File: config.mk
export PLATFORM = sky130hd
export DESIGN_NAME = aclsh_slot_handler
export DESIGN_NICKNAME = d
export VERILOG_FILES = /design/src/aclsh_pkg.sv /design/src/aclsh_sync.sv /design/src/aclsh_slot_handler.sv
export SDC_FILE = /design/constraint.sdc
export NUM_CORES = 1
export LEC_CHECK = 0
export BUFFER_PORTS_ARGS = -buffer_cell sky130_fd_sc_hd__buf_2
export CAP_MARGIN = 30
export CORE_ASPECT_RATIO = 1.1
export CORE_MARGIN = 1.5
export CORE_UTILIZATION = 56
export CTS_CLUSTER_DIAMETER = 200
export DETAILED_ROUTE_END_ITERATION = 6
export PLACE_DENSITY_LB_ADDON = 0.08
export SLEW_MARGIN = 10
export SYNTH_ARGS = -nofsm -noshare
export SYNTH_HDL_FRONTEND = slang
export SYNTH_HIERARCHICAL = 1
export SYNTH_SLANG_ARGS = --single-unit
File: constraint.sdc
create_clock -name mclk_in -period 4.3 [get_ports mclk_in]
set_input_delay 0 -clock mclk_in [delete_from_list [all_inputs] [get_ports mclk_in]]
set_output_delay 0 -clock mclk_in [all_outputs]
set_load 0.02 [all_outputs]
File: src/aclsh_pkg.sv
// Purpose: Shared constants and state types of the audio link slot handler
// Assumes: Bit clock and serial input arrive from the codec, outside mclk_in's domain
// Notes:   Register offsets are word indexes on the plain register port
package aclsh_pkg;

    // ==========================================================
    // Frame geometry
    localparam logic [4:0] TAG_LEFT    = 5'h0F;
    localparam logic [4:0] SLOT_LEFT   = 5'h13;
    localparam logic [3:0] LAST_SLOT   = 4'hC;
    localparam logic [3:0] FIRST_TX    = 4'h6;
    localparam int         TX_SLOTS    = 7;
    localparam logic [5:0] MARKER_BITS = 6'h10;
    localparam logic [8:0] FRAME_BITS  = 9'h100;

    // ==========================================================
    // Register offsets and fields
    localparam logic [3:0] REG_CTRL  = 4'h0;
    localparam logic [3:0] REG_STAT  = 4'h1;
    localparam logic [3:0] REG_MASK  = 4'h2;
    localparam logic [3:0] REG_INFO  = 4'h3;
    localparam logic [3:0] REG_DIS   = 4'h4;
    localparam int         CTRL_LINK = 0;
    localparam int         CTRL_TX   = 1;
    localparam int         CTRL_RX   = 2;
    localparam int         CTRL_RES  = 3;
    localparam int         CTRL_DBL  = 5;
    localparam int         ST_FRAME  = 0;
    localparam int         ST_UNDER  = 1;
    localparam int         ST_ECHO   = 2;
    localparam int         ST_READY  = 3;

    // Sample resolution codes and the masks that zero the unused low bits
    localparam logic [1:0]  RES20  = 2'h0;
    localparam logic [1:0]  RES18  = 2'h1;
    localparam logic [1:0]  RES16  = 2'h2;
    localparam logic [19:0] MASK20 = 20'hFFFFF;
    localparam logic [19:0] MASK18 = 20'hFFFFC;
    localparam logic [19:0] MASK16 = 20'hFFFF0;

    // ==========================================================
    // Values after reset
    localparam logic [7:0] CTRL_RST = 8'h00;
    localparam logic [3:0] STAT_RST = 4'h0;
    localparam logic [3:0] MASK_RST = 4'h0;

    typedef struct packed {
        logic [1:0] s1;
        logic [1:0] s2;
    } aclsh_sync_s;

    typedef struct packed {
        logic             bclk_q;
        logic [3:0]       slot;
        logic [4:0]       left;
        logic             marker;
        logic             sout;
        logic             fstart;
        logic [15:0]      tag_o;
        logic [6:0][19:0] txd;
        logic [6:0]       pop;
        logic [19:0]      sh;
        logic             ready;
        logic [12:1]      in_valid;
        logic [6:0]       echo;
        logic [9:0]       dis_pend;
        logic [9:0]       dis;
        logic             rx_stb;
        logic [3:0]       rx_slot;
        logic [19:0]      rx_data;
        logic [7:0]       ctrl;
        logic [3:0]       stat;
        logic [3:0]       mask;
        logic [31:0]      rdata;
        logic             irq;
    } aclsh_state_s;

endpackage

File: src/aclsh_sync.sv
// Purpose: Two-flop synchroniser for the codec bit clock and serial input
// Assumes: Both inputs come from outside the mclk_in domain
// Notes:   Bit 0 carries the bit clock, bit 1 the serial data
module aclsh_sync import aclsh_pkg::*; (
    input  wire logic       mclk_in,
    input  wire logic       resetn_in,
    input  wire logic [1:0] async_in,
    output logic      [1:0] sync_out
);

    aclsh_sync_s st_r;
    aclsh_sync_s st_nxt;

    always_comb begin
        st_nxt    = st_r;
        st_nxt.s1 = async_in;
        st_nxt.s2 = st_r.s1;
    end

    always_ff @(posedge mclk_in) begin
        if (!resetn_in) begin
            st_r <= '0;
        end else begin
            st_r <= st_nxt;
        end
    end

    assign sync_out = st_r.s2;

endmodule

File: src/aclsh_slot_handler.sv
// Purpose: Frame slot logic of the audio codec link controller
// Assumes: Codec drives codec_bit_clock_in; both link inputs are synchronised here
// Notes:   Output slots 1 to 5 and input slot data beyond the strobe are handled elsewhere

// What this block does
// - Slots 6 to 9 carry centre, surround and effects samples, 20 bits each.
// - Narrow playback samples in slots 6 to 9 get zero low-order bits.
// - Slot 10 carries modem line 2 data or extra left double-rate sample.
// - Slot 11 carries modem handset data or extra right double-rate sample.
// - Slot 12 carries modem GPIO control or extra centre double-rate sample.
// - Incoming serial data is sampled on the falling bit clock edge.
// - Incoming tag bit 15 shows codec readiness; polled before normal use.
// - Incoming tag bits 14 to 3 flag slots 1 to 12; 2:0 reserved.
// - Slot-valid flags of each incoming tag are kept for that frame.
// - Received data of slots 2 to 12 is stored only while receive accept is set.
// - Marker falls on the rise that sends the last tag bit; later slots hold 20 bits.
// - Empty transmit source flags underflow and sends zeros, marked invalid.
// - Slot 1 bits 11:2 disable slots 3 to 12 in the next frame.
// - Marker high for 16 bit clocks per frame; output launched on rises.
// - Outgoing tag built from data validity, enables and disable requests.
module aclsh_slot_handler import aclsh_pkg::*; (
    input  wire logic             mclk_in,
    input  wire logic             resetn_in,
    input  wire logic             codec_bit_clock_in,
    input  wire logic             serial_in_line_in,
    output logic                  frame_marker_out,
    output logic                  serial_out_line_out,
    input  wire logic [6:0][19:0] tx_slot_data_in,
    input  wire logic [6:0]       tx_slot_ready_in,
    output logic      [6:0]       tx_slot_pop_out,
    output logic                  rx_strobe_out,
    output logic      [3:0]       rx_slot_out,
    output logic      [19:0]      rx_data_out,
    input  wire logic [3:0]       reg_addr_in,
    input  wire logic [31:0]      reg_wdata_in,
    input  wire logic             reg_wr_in,
    input  wire logic             reg_rd_in,
    output logic      [31:0]      reg_rdata_out,
    output logic                  irq_out
);

    aclsh_state_s st_r;
    aclsh_state_s st_nxt;
    logic [1:0]   link_s;
    logic         rise;
    logic         fall;
    logic [3:0]   ev;

    aclsh_sync u_sync (
        .mclk_in   (mclk_in),
        .resetn_in (resetn_in),
        .async_in  ({serial_in_line_in, codec_bit_clock_in}),
        .sync_out  (link_s)
    );

    assign rise = link_s[0] && !st_r.bclk_q;
    assign fall = !link_s[0] && st_r.bclk_q;

    // ==========================================================
    // Next-state logic
    always_comb begin
        logic [3:0]  ns;
        logic [4:0]  nl;
        logic [19:0] w;
        logic [19:0] rm;
        ns          = st_r.slot;
        nl          = st_r.left;
        rm          = MASK20;
        w           = {st_r.sh[18:0], link_s[1]};
        st_nxt      = st_r;
        st_nxt.bclk_q = link_s[0];
        st_nxt.pop  = '0;
        st_nxt.rx_stb = 1'b0;
        st_nxt.fstart = 1'b0;
        ev          = '0;
        case (st_r.ctrl[CTRL_RES +: 2])
            RES18:   rm = MASK18;
            RES16:   rm = MASK16;
            default: rm = MASK20;
        endcase
        if (!st_r.ctrl[CTRL_LINK]) begin
            // Park one bit before the end so the first rise raises the marker
            st_nxt.slot   = LAST_SLOT;
            st_nxt.left   = 5'h01;
            st_nxt.marker = 1'b0;
            st_nxt.sout   = 1'b0;
        end else begin
            if (rise) begin
                if (st_r.left == '0) begin
                    ns = (st_r.slot == LAST_SLOT) ? 4'h0 : st_r.slot + 4'h1;
                    nl = (ns == 4'h0) ? TAG_LEFT : SLOT_LEFT;
                end else begin
                    nl = st_r.left - 5'h01;
                end
                st_nxt.slot = ns;
                st_nxt.left = nl;
                st_nxt.marker = (ns == 4'h0 && nl != '0) || (ns == LAST_SLOT && nl == '0);
                if (ns == 4'h0 && nl == TAG_LEFT) begin
                    st_nxt.fstart = 1'b1;
                    ev[ST_FRAME]  = 1'b1;
                    st_nxt.dis    = st_r.dis_pend;
                    st_nxt.tag_o  = '0;
                    for (int i = 0; i < TX_SLOTS; i++) begin
                        if (st_r.ctrl[CTRL_TX] && !st_r.dis_pend[6 - i]) begin
                            if (tx_slot_ready_in[i]) begin
                                st_nxt.pop[i]       = 1'b1;
                                st_nxt.tag_o[9 - i] = 1'b1;
                                if (i < 4 || st_r.ctrl[CTRL_DBL]) begin
                                    st_nxt.txd[i] = tx_slot_data_in[i] & rm;
                                end else if (i == 6) begin
                                    st_nxt.txd[i] = tx_slot_data_in[i];
                                end else begin
                                    st_nxt.txd[i] = tx_slot_data_in[i] & MASK16;
                                end
                            end else begin
                                st_nxt.txd[i] = '0;
                                ev[ST_UNDER]  = 1'b1;
                            end
                        end else begin
                            st_nxt.txd[i] = '0;
                        end
                    end
                    st_nxt.tag_o[15] = |st_nxt.pop;
                end
                if (ns == 4'h0) begin
                    st_nxt.sout = st_nxt.tag_o[nl[3:0]];
                end else if (ns >= FIRST_TX) begin
                    st_nxt.sout = st_nxt.txd[3'(ns - FIRST_TX)][nl];
                end else begin
                    st_nxt.sout = 1'b0;
                end
            end
            if (fall) begin
                st_nxt.sh = w;
                if (st_r.left == '0) begin
                    case (st_r.slot)
                        4'h0: begin
                            st_nxt.ready    = w[15];
                            st_nxt.in_valid = {<<{w[14:3]}};
                            ev[ST_READY]    = w[15] && !st_r.ready;
                        end
                        4'h1: begin
                            st_nxt.dis_pend = w[11:2];
                            if (st_r.in_valid[1]) begin
                                st_nxt.echo  = w[18:12];
                                ev[ST_ECHO]  = 1'b1;
                            end
                        end
                        default: begin
                            if (st_r.in_valid[st_r.slot] && st_r.ctrl[CTRL_RX]) begin
                                st_nxt.rx_stb  = 1'b1;
                                st_nxt.rx_slot = st_r.slot;
                                st_nxt.rx_data = w;
                            end
                        end
                    endcase
                end
            end
        end
        // Register port
        if (reg_wr_in) begin
            case (reg_addr_in)
                REG_CTRL: st_nxt.ctrl = reg_wdata_in[7:0];
                REG_MASK: st_nxt.mask = reg_wdata_in[3:0];
                default:  ;
            endcase
        end
        st_nxt.rdata = '0;
        if (reg_rd_in) begin
            case (reg_addr_in)
                REG_CTRL: st_nxt.rdata = {24'h000000, st_r.ctrl};
                REG_STAT: st_nxt.rdata = {28'h0000000, st_r.stat};
                REG_MASK: st_nxt.rdata = {28'h0000000, st_r.mask};
                REG_INFO: st_nxt.rdata = {12'h000, st_r.echo, st_r.in_valid, st_r.ready};
                REG_DIS:  st_nxt.rdata = {22'h000000, st_r.dis_pend};
                default:  st_nxt.rdata = '0;
            endcase
        end
        // Events win over the clear-on-read
        st_nxt.stat = ((reg_rd_in && reg_addr_in == REG_STAT) ? 4'h0 : st_r.stat) | ev;
        st_nxt.irq  = |(st_nxt.stat & st_nxt.mask);
    end

    always_ff @(posedge mclk_in) begin
        if (!resetn_in) begin
            st_r      <= '0;
            st_r.ctrl <= CTRL_RST;
            st_r.stat <= STAT_RST;
            st_r.mask <= MASK_RST;
        end else begin
            st_r <= st_nxt;
        end
    end

    assign frame_marker_out    = st_r.marker;
    assign serial_out_line_out = st_r.sout;
    assign tx_slot_pop_out     = st_r.pop;
    assign rx_strobe_out       = st_r.rx_stb;
    assign rx_slot_out         = st_r.rx_slot;
    assign rx_data_out         = st_r.rx_data;
    assign reg_rdata_out       = st_r.rdata;
    assign irq_out             = st_r.irq;

    // ==========================================================
    // Checks
    logic [5:0] mk_cnt;
    logic [8:0] fr_cnt;
    logic [8:0] fr_prev;
    logic       fr_seen;
    logic [6:0] nz;

    always_comb begin
        for (int i = 0; i < TX_SLOTS; i++) begin
            nz[i] = |st_r.txd[i];
        end
    end

    always_ff @(posedge mclk_in) begin
        if (!resetn_in || !st_r.ctrl[CTRL_LINK]) begin
            mk_cnt  <= '0;
            fr_cnt  <= '0;
            fr_prev <= '0;
            fr_seen <= 1'b0;
        end else begin
            if (st_nxt.marker && !st_r.marker) begin
                mk_cnt <= 6'h01;
            end else if (rise && st_nxt.marker && mk_cnt != 6'h3F) begin
                mk_cnt <= mk_cnt + 6'h01;
            end
            if (st_nxt.fstart) begin
                fr_cnt  <= 9'h001;
                fr_prev <= fr_cnt;
                fr_seen <= 1'b1;
            end else if (rise && fr_cnt != 9'h1FF) begin
                fr_cnt <= fr_cnt + 9'h001;
            end
        end
    end
endmodule

==> summary.md, run 1 <==
| Metric | Value |
|---|---|
| Outcome | complete, but fails checks |
| Violated checks | design-rule violations |
| Clock Skews | 0.0123 ns |
| Final Max Tran Viols | 0 |
| Grt ovf | 0 |
| Vias post-DR | 13900 |
| Max cap viols | 0 |
| Placed Area | 14800 sq um |
| Drt pass-1 iters | 7 |
| Clk buf depth | 3 |
| Largest net degree at the start of global routing | 108 |
| Fmax | 258 MHz |
| Layout cells sized above 1 | 19.1% |
| Post-Layout Cell Count | 2281 |
| Routed WL per cell | 21.0 um |
| Leakage power | 7.05 nW |
| Mean post-synth cell area | 8.59 sq um |
| Post-route setup TNS | 0 ns |
| Design Area, Final | 18000 sq um |
| Rel. slew slack | 35.4% |
| Req. time, crit path | 4.75 ns |
| Number of global-route vias before repair | 13700 |
| Total CTS buffers | 30 |
| Sink Count | 290 |
| Area leader, netlist | dfxtp_1 |
| Dpl hpwl | 30.8 mm |
| Nets | 2147 |
| Core footprint | 23800 sq um |
| Synth Area in Adders | 0.637% |
| Setup-failing EPs final | 0 |
| Mapped Area | 13700 sq um |
| DIE HEIGHT | 167 um |
| Gate count of the mapped netlist | 1599 |
| CP startpoint kind | register |
| Yosys Warn Count | 6 |
| Initial antenna violation count | 2 |
| Num rows | 59 |
| Worst-path clk slew | 0.06 ns |
| Top-area cell type share of the netlist area | 42.2% |
| Mux cell area share after synthesis | 4.21% |
| Worst-margin pin slew | 0.969 ns |
| DIE AREA | 25500 sq um |
| Via density per instance | 6.08 |
| Crit path kind | reg -> reg |
| VDD IR max | 0.000349 V |
| Flops & latches, synth | 290 |
| Initial Utilization | 57.6% |
| TritonCTS clock tree | done |
| Critical path peak fanout | 18 |
| Synth Area in Simple Gates | 21.8% |
| Post-synthesis sequential area ratio | 42.2% |
| Die extent in x | 152 um |
| Root Driver | clkbuf_16 |
| DRC violations left | 13 |
| Final period utilization | 90.1% |
| # IOs | 256 |
| Initial DRC Count | 1186 |
| Post-Place Cells | 2016 |
| Hold Path Class | in -> reg |
| Crit end category | register |
| Clock Latency Late Sink | 0.56 ns |
| Post-synthesis cell type count | 86 |
| Largest cells by area after synthesis | dfxtp_1 (42%), nand2_1 (7.3%), a21boi_0 (5.6%), a22o_1 (4.2%), nand3_1 (4.2%) |
| Synth Area in XOR/XNOR | 0.191% |
| Post-synth ARST share | 0% |
| Largest family of logic cells by synthesized area | compound AO/OA/AOI/OAI gates |
| Htree depth | 1 |
| GRT Overall Usage | 36.6% |
| Power Dens Cells | 335 nW/um^2 |
| Drt total wl | 48.0 mm |
| Data arrival, critical path | 4.32 ns |
| Final worst path period need | 3.88 ns |
| Post-route ant nets | 0 |
| Final-report hold violation count | 0 |
| Complex-gate fraction of the synthesized area | 23.6% |
| Global-route wire length before repair | 74.5 mm |
| Number of synthesized flops with an enable pin | 0 |
| IO Port Bufs | 219 |
| Synth-to-layout area growth | 30.7% |
| RSZ-0062 raised after global routing | false |
| Predominant post-synthesis flop cell | dfxtp_1 |
| Gpl congestion | 0.927 |
-- power breakdown --
group	internal (mW)	leakage, nW	switching [mW]
sequential	2.69	2.34	0.00947
clock	1.62	0.518	1.12
combinational	0.269	4.19	0.309
total	4.58	7.05	1.44
-- metrics by stage --
step	util, %	hold WS, ns	setup WS [ns]	power, mW
6_report	75.4	0.0141	0.424	6.02
5_1_grt	75.4	0.0533	0.110	6.18
4_1_cts	75.3	0.000291	0.372	6.03
3_5_place_dp	62.2	0.215	0.525	3.20
3_3_place_gp	62.2	0.211	0.607	3.20
2_1_floorplan	-	0.122	1.09	3.00
-- worst paths after layout --
path | from | endpoint | slack (ns) | cells past startpoint
worst min-delay path | tx_slot_ready_in[2] | st_r[288]$_SDFFE_PN0P_ | 0.01 | 5
worst max register to register | st_r[300]$_SDFFE_PN0P_ | serial_out_line_out$_SDFFE_PN0P_ | 0.42 | 11
worst max-delay path | st_r[300]$_SDFFE_PN0P_ | serial_out_line_out$_SDFFE_PN0P_ | 0.42 | 11
worst min register to register | st_r[284]$_SDFFE_PN0P_ | st_r[284]$_SDFFE_PN0P_ | 0.45 | 2
-- area by class of cell --
class                           instances  area, sq um
Antenna cell                            1         2.50
Fill cell                            1720         5880
Tap cell                              305          382
Clock buffer                           40          880
Sequential cell                       290         5810
Multi-Input combinational cell       1131         7010
Timing Repair Buffer                  486         3670
Clock inverter                         16          178
Inverter                               12         45.0
-- repair_timing --
| action | CTS | global route |
|---|---|---|
| hold endpoints to repair | 168 | 0 |
| hold buffers | 206 | 0 |
| endpoints found under the setup margin | 0 | 4 |
| gates resized for setup | 0 | 0 |
| setup buffers | 0 | 2 |
-- state kept, by name (all words and copies together), names as in the netlist --
register             count
tx_slot_pop_out          7
rx_data_out             20
st_r                   231
serial_out_line_out      1
frame_marker_out         1
rx_strobe_out            1
irq_out                  1
rx_slot_out              4
u_sync/st_nxt            2
reg_rdata_out           20
u_sync/sync_out          2
-- kinds of logic (layout without fill, tap and decap cells) --
family / count (synthesis) / in the layout
multiplexers: 51 / 51
flip-flops: 290 / 290
buffers and inverters: 189 / 554
adder cells (fa/ha/maj): 7 / 7
other: 1 / 13
AO/OA/AOI/OAI: 436 / 436
XOR/XNOR: 3 / 3
AND/OR/NAND/NOR: 622 / 622
-- cell usage after synthesis, types with 5 or more instances --
master    number
a211oi_1      11
a21boi_0     103
a21boi_1      30
a21oi_1       49
a221oi_1      11
a222oi_1      10
a22o_1        66
a22oi_1        7
a31oi_1       14
and2_1        34
and3_1        19
buf_2         20
buf_4         64
clkbuf_1      85
dfxtp_1      290
ha_1           7
inv_1         12
mux2i_1       42
mux4_2         5
nand2_1      269
nand2b_1       5
nand3_1      115
nand4_1       19
nor2_1        68
nor2b_1       39
nor3_1        15
nor4_1         7
o211ai_1      10
o21ai_0       42
o21ai_1        7
o221ai_1       5
o22ai_1       10
or2_2          6
-- worst max-delay path: stages (launching register included) --
cell and delay, ns:
dfxtp_1 0.37, inv_1 0.15, ha_1 0.26, or4b_1 0.67
a21oi_2 0.67, buf_4 0.37, nand2b_1 0.23, a211oi_1 0.33
o32ai_1 0.14, mux2_1 0.31, o221ai_1 0.17, a21boi_1 0.08
-- cells in the final DEF, fill, tap and decap left out, types with 12 or more instances in the layout --
cell type / instances
nor3_1: 15
buf_2: 218
inv_1: 12
a21boi_0: 103
conb_1: 12
o21ai_0: 42
dlygate4sd3_1: 206
clkbuf_16: 31
nand4_1: 19
nand2_1: 269
dfxtp_1: 290
nor2_1: 67
a21boi_1: 30
a22o_1: 66
nor2b_1: 39
a21oi_1: 48
nand3_1: 114
and3_1: 18
buf_4: 58
a31oi_1: 14
mux2i_1: 42
and2_1: 33
-- metal layers --
metal / routed length, um / track usage, % / part of all wire (%) / vias to the layer above
li1: - / - / - / 6381
met1: 18100 / 44.2 / 38 / 6508
met2: 22700 / 61.1 / 47 / 776
met3: 3980 / 5.25 / 8.3 / 200
met4: 3240 / 23.8 / 6.8 / 2
met5: 14 / 0 / 0.029 / -
No activity file was read; power rests on OpenSTA's default activity.
==> inputs of run 2 (changes only) <==
Settings changed: ABC_AREA set to 1, CORE_UTILIZATION 56 to 57.
==> run 2 against run 1 <==
The run now ends clean. Combinational power increased by 20%. Routed wire length increased by 8.7%. Highest routed layer is now met4. Sequential power about the same. First-iteration DRC count increased by 22%. Fmax increased by 3.7%. Critical path depth increased by 14. Clock power decreased by 2%. Synthesized cell count increased by 33%. Register-to-register slack improved by 0.14 ns. Clock skew increased by 0.0021 ns. Critical path type unchanged. Hold slack improved by 0.024 ns.
==> summary.md, run 2 <==
| Metric | Value |
|---|---|
| Outcome | finished clean (was complete, but fails checks) |
| TritonCTS clock tree | done (unchanged) |
| Yosys Warn Count | 6 (unchanged) |
| Clock Skews | 0.0145 ns (was 0.0123 ns) |
| Total CTS buffers | 31 (was 30) |
| Req. time, crit path | 4.79 ns (was 4.75 ns) |
| Mapped Area | 14600 sq um (was 13700 sq um) |
| Hold path start | tx_slot_ready_in[4] (was tx_slot_ready_in[2]) |
| Crit end category | register (unchanged) |
| Grt ovf | 0 (unchanged) |
| Synth cell count leaders | nand2_1 (496), dfxtp_1 (290), nand3_1 (214) (was dfxtp_1 (290), nand2_1 (269), nand3_1 (115)) |
| Initial antenna violation count | 3 (was 2) |
| Number of synthesized flops with an enable pin | 0 (unchanged) |
| Met2 WL | 24.6 mm (was 22.7 mm) |
| Family with the most delay on the worst path | simple AND/OR/NAND/NOR gates (was compound AO/OA/AOI/OAI gates) |
| DRC violations left | 0 (was 13) |
| Post-route setup TNS | 0 ns (unchanged) |
| DIE AREA | 26500 sq um (was 25500 sq um) |
| Number of global-route vias before repair | 14900 (was 13700) |
| Worst r2r dst | serial_out_line_out$_SDFFE_PN0P_ (unchanged) |
| Nets | 2593 (was 2147) |
| Setup-failing EPs final | 0 (unchanged) |
| CP peak stage delay | 0.37 ns (was 0.67 ns) |
| Rel. slew slack | 35.8% (was 35.4%) |
| Mean post-synth cell area | 6.83 sq um (was 8.59 sq um) |
| GRT Overall Usage | 38.7% (was 36.6%) |
| Reg power frac | 44.3% (was 44.8%) |
| Layout cells sized above 1 | 14.3% (was 19.1%) |
| CTS hold repair buffers | 163 (was 206) |
| Final period utilization | 86.9% (was 90.1%) |
| Clock Latency Late Sink | 0.57 ns (was 0.56 ns) |
| Biggest register | st_r (unchanged) |
| Post-synth ARST share | 0% (unchanged) |
| Htree depth | 1 (unchanged) |
| Switching power | 1.55 mW (was 1.44 mW) |
| Drt total wl | 52.2 mm (was 48.0 mm) |
| Final-report hold violation count | 0 (unchanged) |
| Clock share of power | 44.3% (was 45.6%) |
| Top-area cell type share of the netlist area | 39.8% (was 42.2%) |
| Die extent in x | 155 um (was 152 um) |
| R2R depth | 25 (was 11) |
| Gpl congestion | 0.974 (was 0.927) |
| Area leader, netlist | dfxtp_1 (unchanged) |
| Predominant post-synthesis flop cell | dfxtp_1 (unchanged) |
| Num rows | 61 (was 59) |
| Logic pwr share | 11.4% (was 9.6%) |
| Post-Place Cells | 2515 (was 2016) |
| Max FFs per register | 231 (unchanged) |
| Flops & latches, synth | 290 (unchanged) |
| Leakage power | 7.45 nW (was 7.05 nW) |
| Dpl hpwl | 33.9 mm (was 30.8 mm) |
| Post-synthesis cell type count | 49 (was 86) |
| # resized after CTS | 0 (unchanged) |
| Most common cell after layout, fill and taps aside | nand2_1 (was dfxtp_1) |
| Net Sw Frac | 25.5% (was 24.0%) |
| Post-CTS setup buffers | 0 (unchanged) |
| Initial Utilization | 57.9% (was 57.6%) |
| Final worst path period need | 3.74 ns (was 3.88 ns) |
| Post-Layout Cell Count | 2741 (was 2281) |
| Sink Count | 290 (unchanged) |
| Cell internal pwr | 4.54 mW (was 4.58 mW) |
| Crit path max-delay cell type | dfxtp_1 (was or4b_1) |
| Most used cell, CP | nand2_1 |
| Worst-margin pin slew | 0.963 ns (was 0.969 ns) |
| DIE HEIGHT | 171 um (was 167 um) |
| Root Driver | clkbuf_16 (unchanged) |
| Crit path kind | reg -> reg (unchanged) |
| Final Max Tran Viols | 0 (unchanged) |
| Fmax | 268 MHz (was 258 MHz) |
| Worst-path clk slew | 0.06 ns (about the same) |
| Clk buf depth | 3 (unchanged) |
| Power Dens Cells | 337 nW/um^2 (was 335 nW/um^2) |
| Synth-to-layout area growth | 24.0% (was 30.7%) |
| Hold Path Class | in -> reg (unchanged) |
| DRT met1 WL | 19.7 mm (was 18.1 mm) |
| Cell with the most instances after synthesis | nand2_1 (was dfxtp_1) |
| IO Port Bufs | 219 (unchanged) |
| Critical path peak fanout | 37 (was 18) |
| RSZ-0062 raised after global routing | false (unchanged) |
| Worst R2R Start | st_r[306]$_SDFFE_PN0P_ (was st_r[300]$_SDFFE_PN0P_) |
| Drt pass-1 iters | 5 (was 7) |
| Largest net degree at the start of global routing | 83 (was 108) |
| Global-route wire length before repair | 80.6 mm (was 74.5 mm) |
| Post-route ant nets | 0 (unchanged) |
| Core footprint | 25200 sq um (was 23800 sq um) |
| Largest cells by area after synthesis | dfxtp_1 (40%), nand2_1 (13%), nand3_1 (7.3%), a21oi_1 (6.9%), o21ai_0 (6.2%) (was dfxtp_1 (42%), nand2_1 (7.3%), a21boi_0 (5.6%), a22o_1 (4.2%), nand3_1 (4.2%)) |
| Crit path buf inv count | 4 (was 2) |
| Max cap viols | 0 (unchanged) |
| Gate count of the mapped netlist | 2134 (was 1599) |
| Tot Pwr | 6.09 mW (was 6.02 mW) |
| Worst Hold Depth | 3 (was 5) |
| Post-synthesis sequential area ratio | 39.8% (was 42.2%) |
| Hold endpoint | st_r[286]$_SDFFE_PN0P_ (was st_r[288]$_SDFFE_PN0P_) |
| VDD IR max | 0.000318 V (was 0.000349 V) |
| Initial DRC Count | 1448 (was 1186) |
| Met3 Wirelength | 4.42 mm (was 3.98 mm) |
| CP startpoint kind | register (unchanged) |
| Data arrival, critical path | 4.23 ns (was 4.32 ns) |
| Most frequent cells in the layout | nand2_1 (494), dfxtp_1 (290), buf_2 (219), nand3_1 (214), inv_1 (202) (was dfxtp_1 (290), nand2_1 (269), buf_2 (218), dlygate4sd3_1 (206), nand3_1 (114)) |
| Routed WL per cell | 19.0 um (was 21.0 um) |
| Via density per instance | 5.79 (was 6.08) |
| Vias post-DR | 15900 (was 13900) |
| Highest metal used | met4 (was met5) |
| Slack of the worst reg-to-reg path | 0.56 ns (was 0.42 ns) |
| # IOs | 256 (unchanged) |
## run 2: changes by cell type in the layout (fill, tap and decap cells not counted), sizes merged, moves of 43 or more
cell | before | now
a21oi | 49 | 201
o21ai | 49 | 182
dlygate4sd3 | 206 | 163
inv | 14 | 213
a22o | 66 | 0
a21boi | 133 | 5
nand2 | 270 | 503
nand3 | 115 | 218
nor2 | 70 | 135
## run 2: routing by layer
metal | track usage, % | vias to the layer above
met1 | 46.5 | 7260
li1 | - | 7525
met5 | 0 | -
met4 | 23.2 | 0
met2 | 65.3 | 868
met3 | 6.10 | 206
## run 2: worst max path at each step
stage | from | endpoint | slack (ns) | cells past startpoint
after detailed placement | st_r[306]$_SDFFE_PN0P_ | serial_out_line_out$_SDFFE_PN0P_ | 0.67 | 25
after floorplan | st_r[300]$_SDFFE_PN0P_ | serial_out_line_out$_SDFFE_PN0P_ | 1.59 | 25
after global placement | st_r[306]$_SDFFE_PN0P_ | serial_out_line_out$_SDFFE_PN0P_ | 0.77 | 25
final | st_r[306]$_SDFFE_PN0P_ | serial_out_line_out$_SDFFE_PN0P_ | 0.56 | 25
after CTS | st_r[306]$_SDFFE_PN0P_ | serial_out_line_out$_SDFFE_PN0P_ | 0.64 | 25
after global routing | st_r[306]$_SDFFE_PN0P_ | serial_out_line_out$_SDFFE_PN0P_ | 0.31 | 26
## run 2: area by class of cell
type | instances | area (sq um)
fillers | 2078 | 7110
multi-input cells | 1432 | 6930
flip-flops and latches | 290 | 5810
repair buffers | 426 | 3090
clock buffers | 44 | 905
inverters | 216 | 816
well taps | 315 | 394
clock inverters | 13 | 121
diodes | 5 | 12.5
## run 2: tightest hold or removal path, stage by stage
cell and delay, ns:
buf_2 0.13, nand2_1 0.29, a211oi_1 0.13
## run 2: power by group through the flow
stage               Combinational [mW]  Clock [mW]  Sequential (mW)
CTS                              0.665        2.71             2.70
global placement                 0.552           0             2.76
detailed placement               0.553           0             2.76
floorplan                        0.329           0             2.75
global route                     0.741        2.82             2.70
finish                           0.692        2.70             2.70
## run 2: kinds of logic after synthesis
| group | after synthesis | share of synthesized area (%) |
|---|---|---|
| AND/OR/NAND/NOR | 902 | 26.4 |
| AO/OA/AOI/OAI | 507 | 19.8 |
| buffers and inverters | 423 | 13.1 |
| flip-flops | 290 | 39.8 |
| adder cells (fa/ha/maj) | 7 | 0.601 |
| multiplexers | 4 | 0.275 |
| other | 1 | 0.0257 |
## run 2: stage by stage
step | instance area [sq um] | hold slack, ns | worst slack (ns) | util (%)
2_1_floorplan | 14600 | 0.0935 | 1.59 | -
3_3_place_gp | 15400 | 0.187 | 0.767 | 61.1
3_5_place_dp | 15400 | 0.186 | 0.671 | 61.1
4_1_cts | 18100 | 0.00625 | 0.644 | 71.7
5_1_grt | 18100 | 0.0422 | 0.311 | 71.7
6_report | 18100 | 0.0376 | 0.563 | 71.8
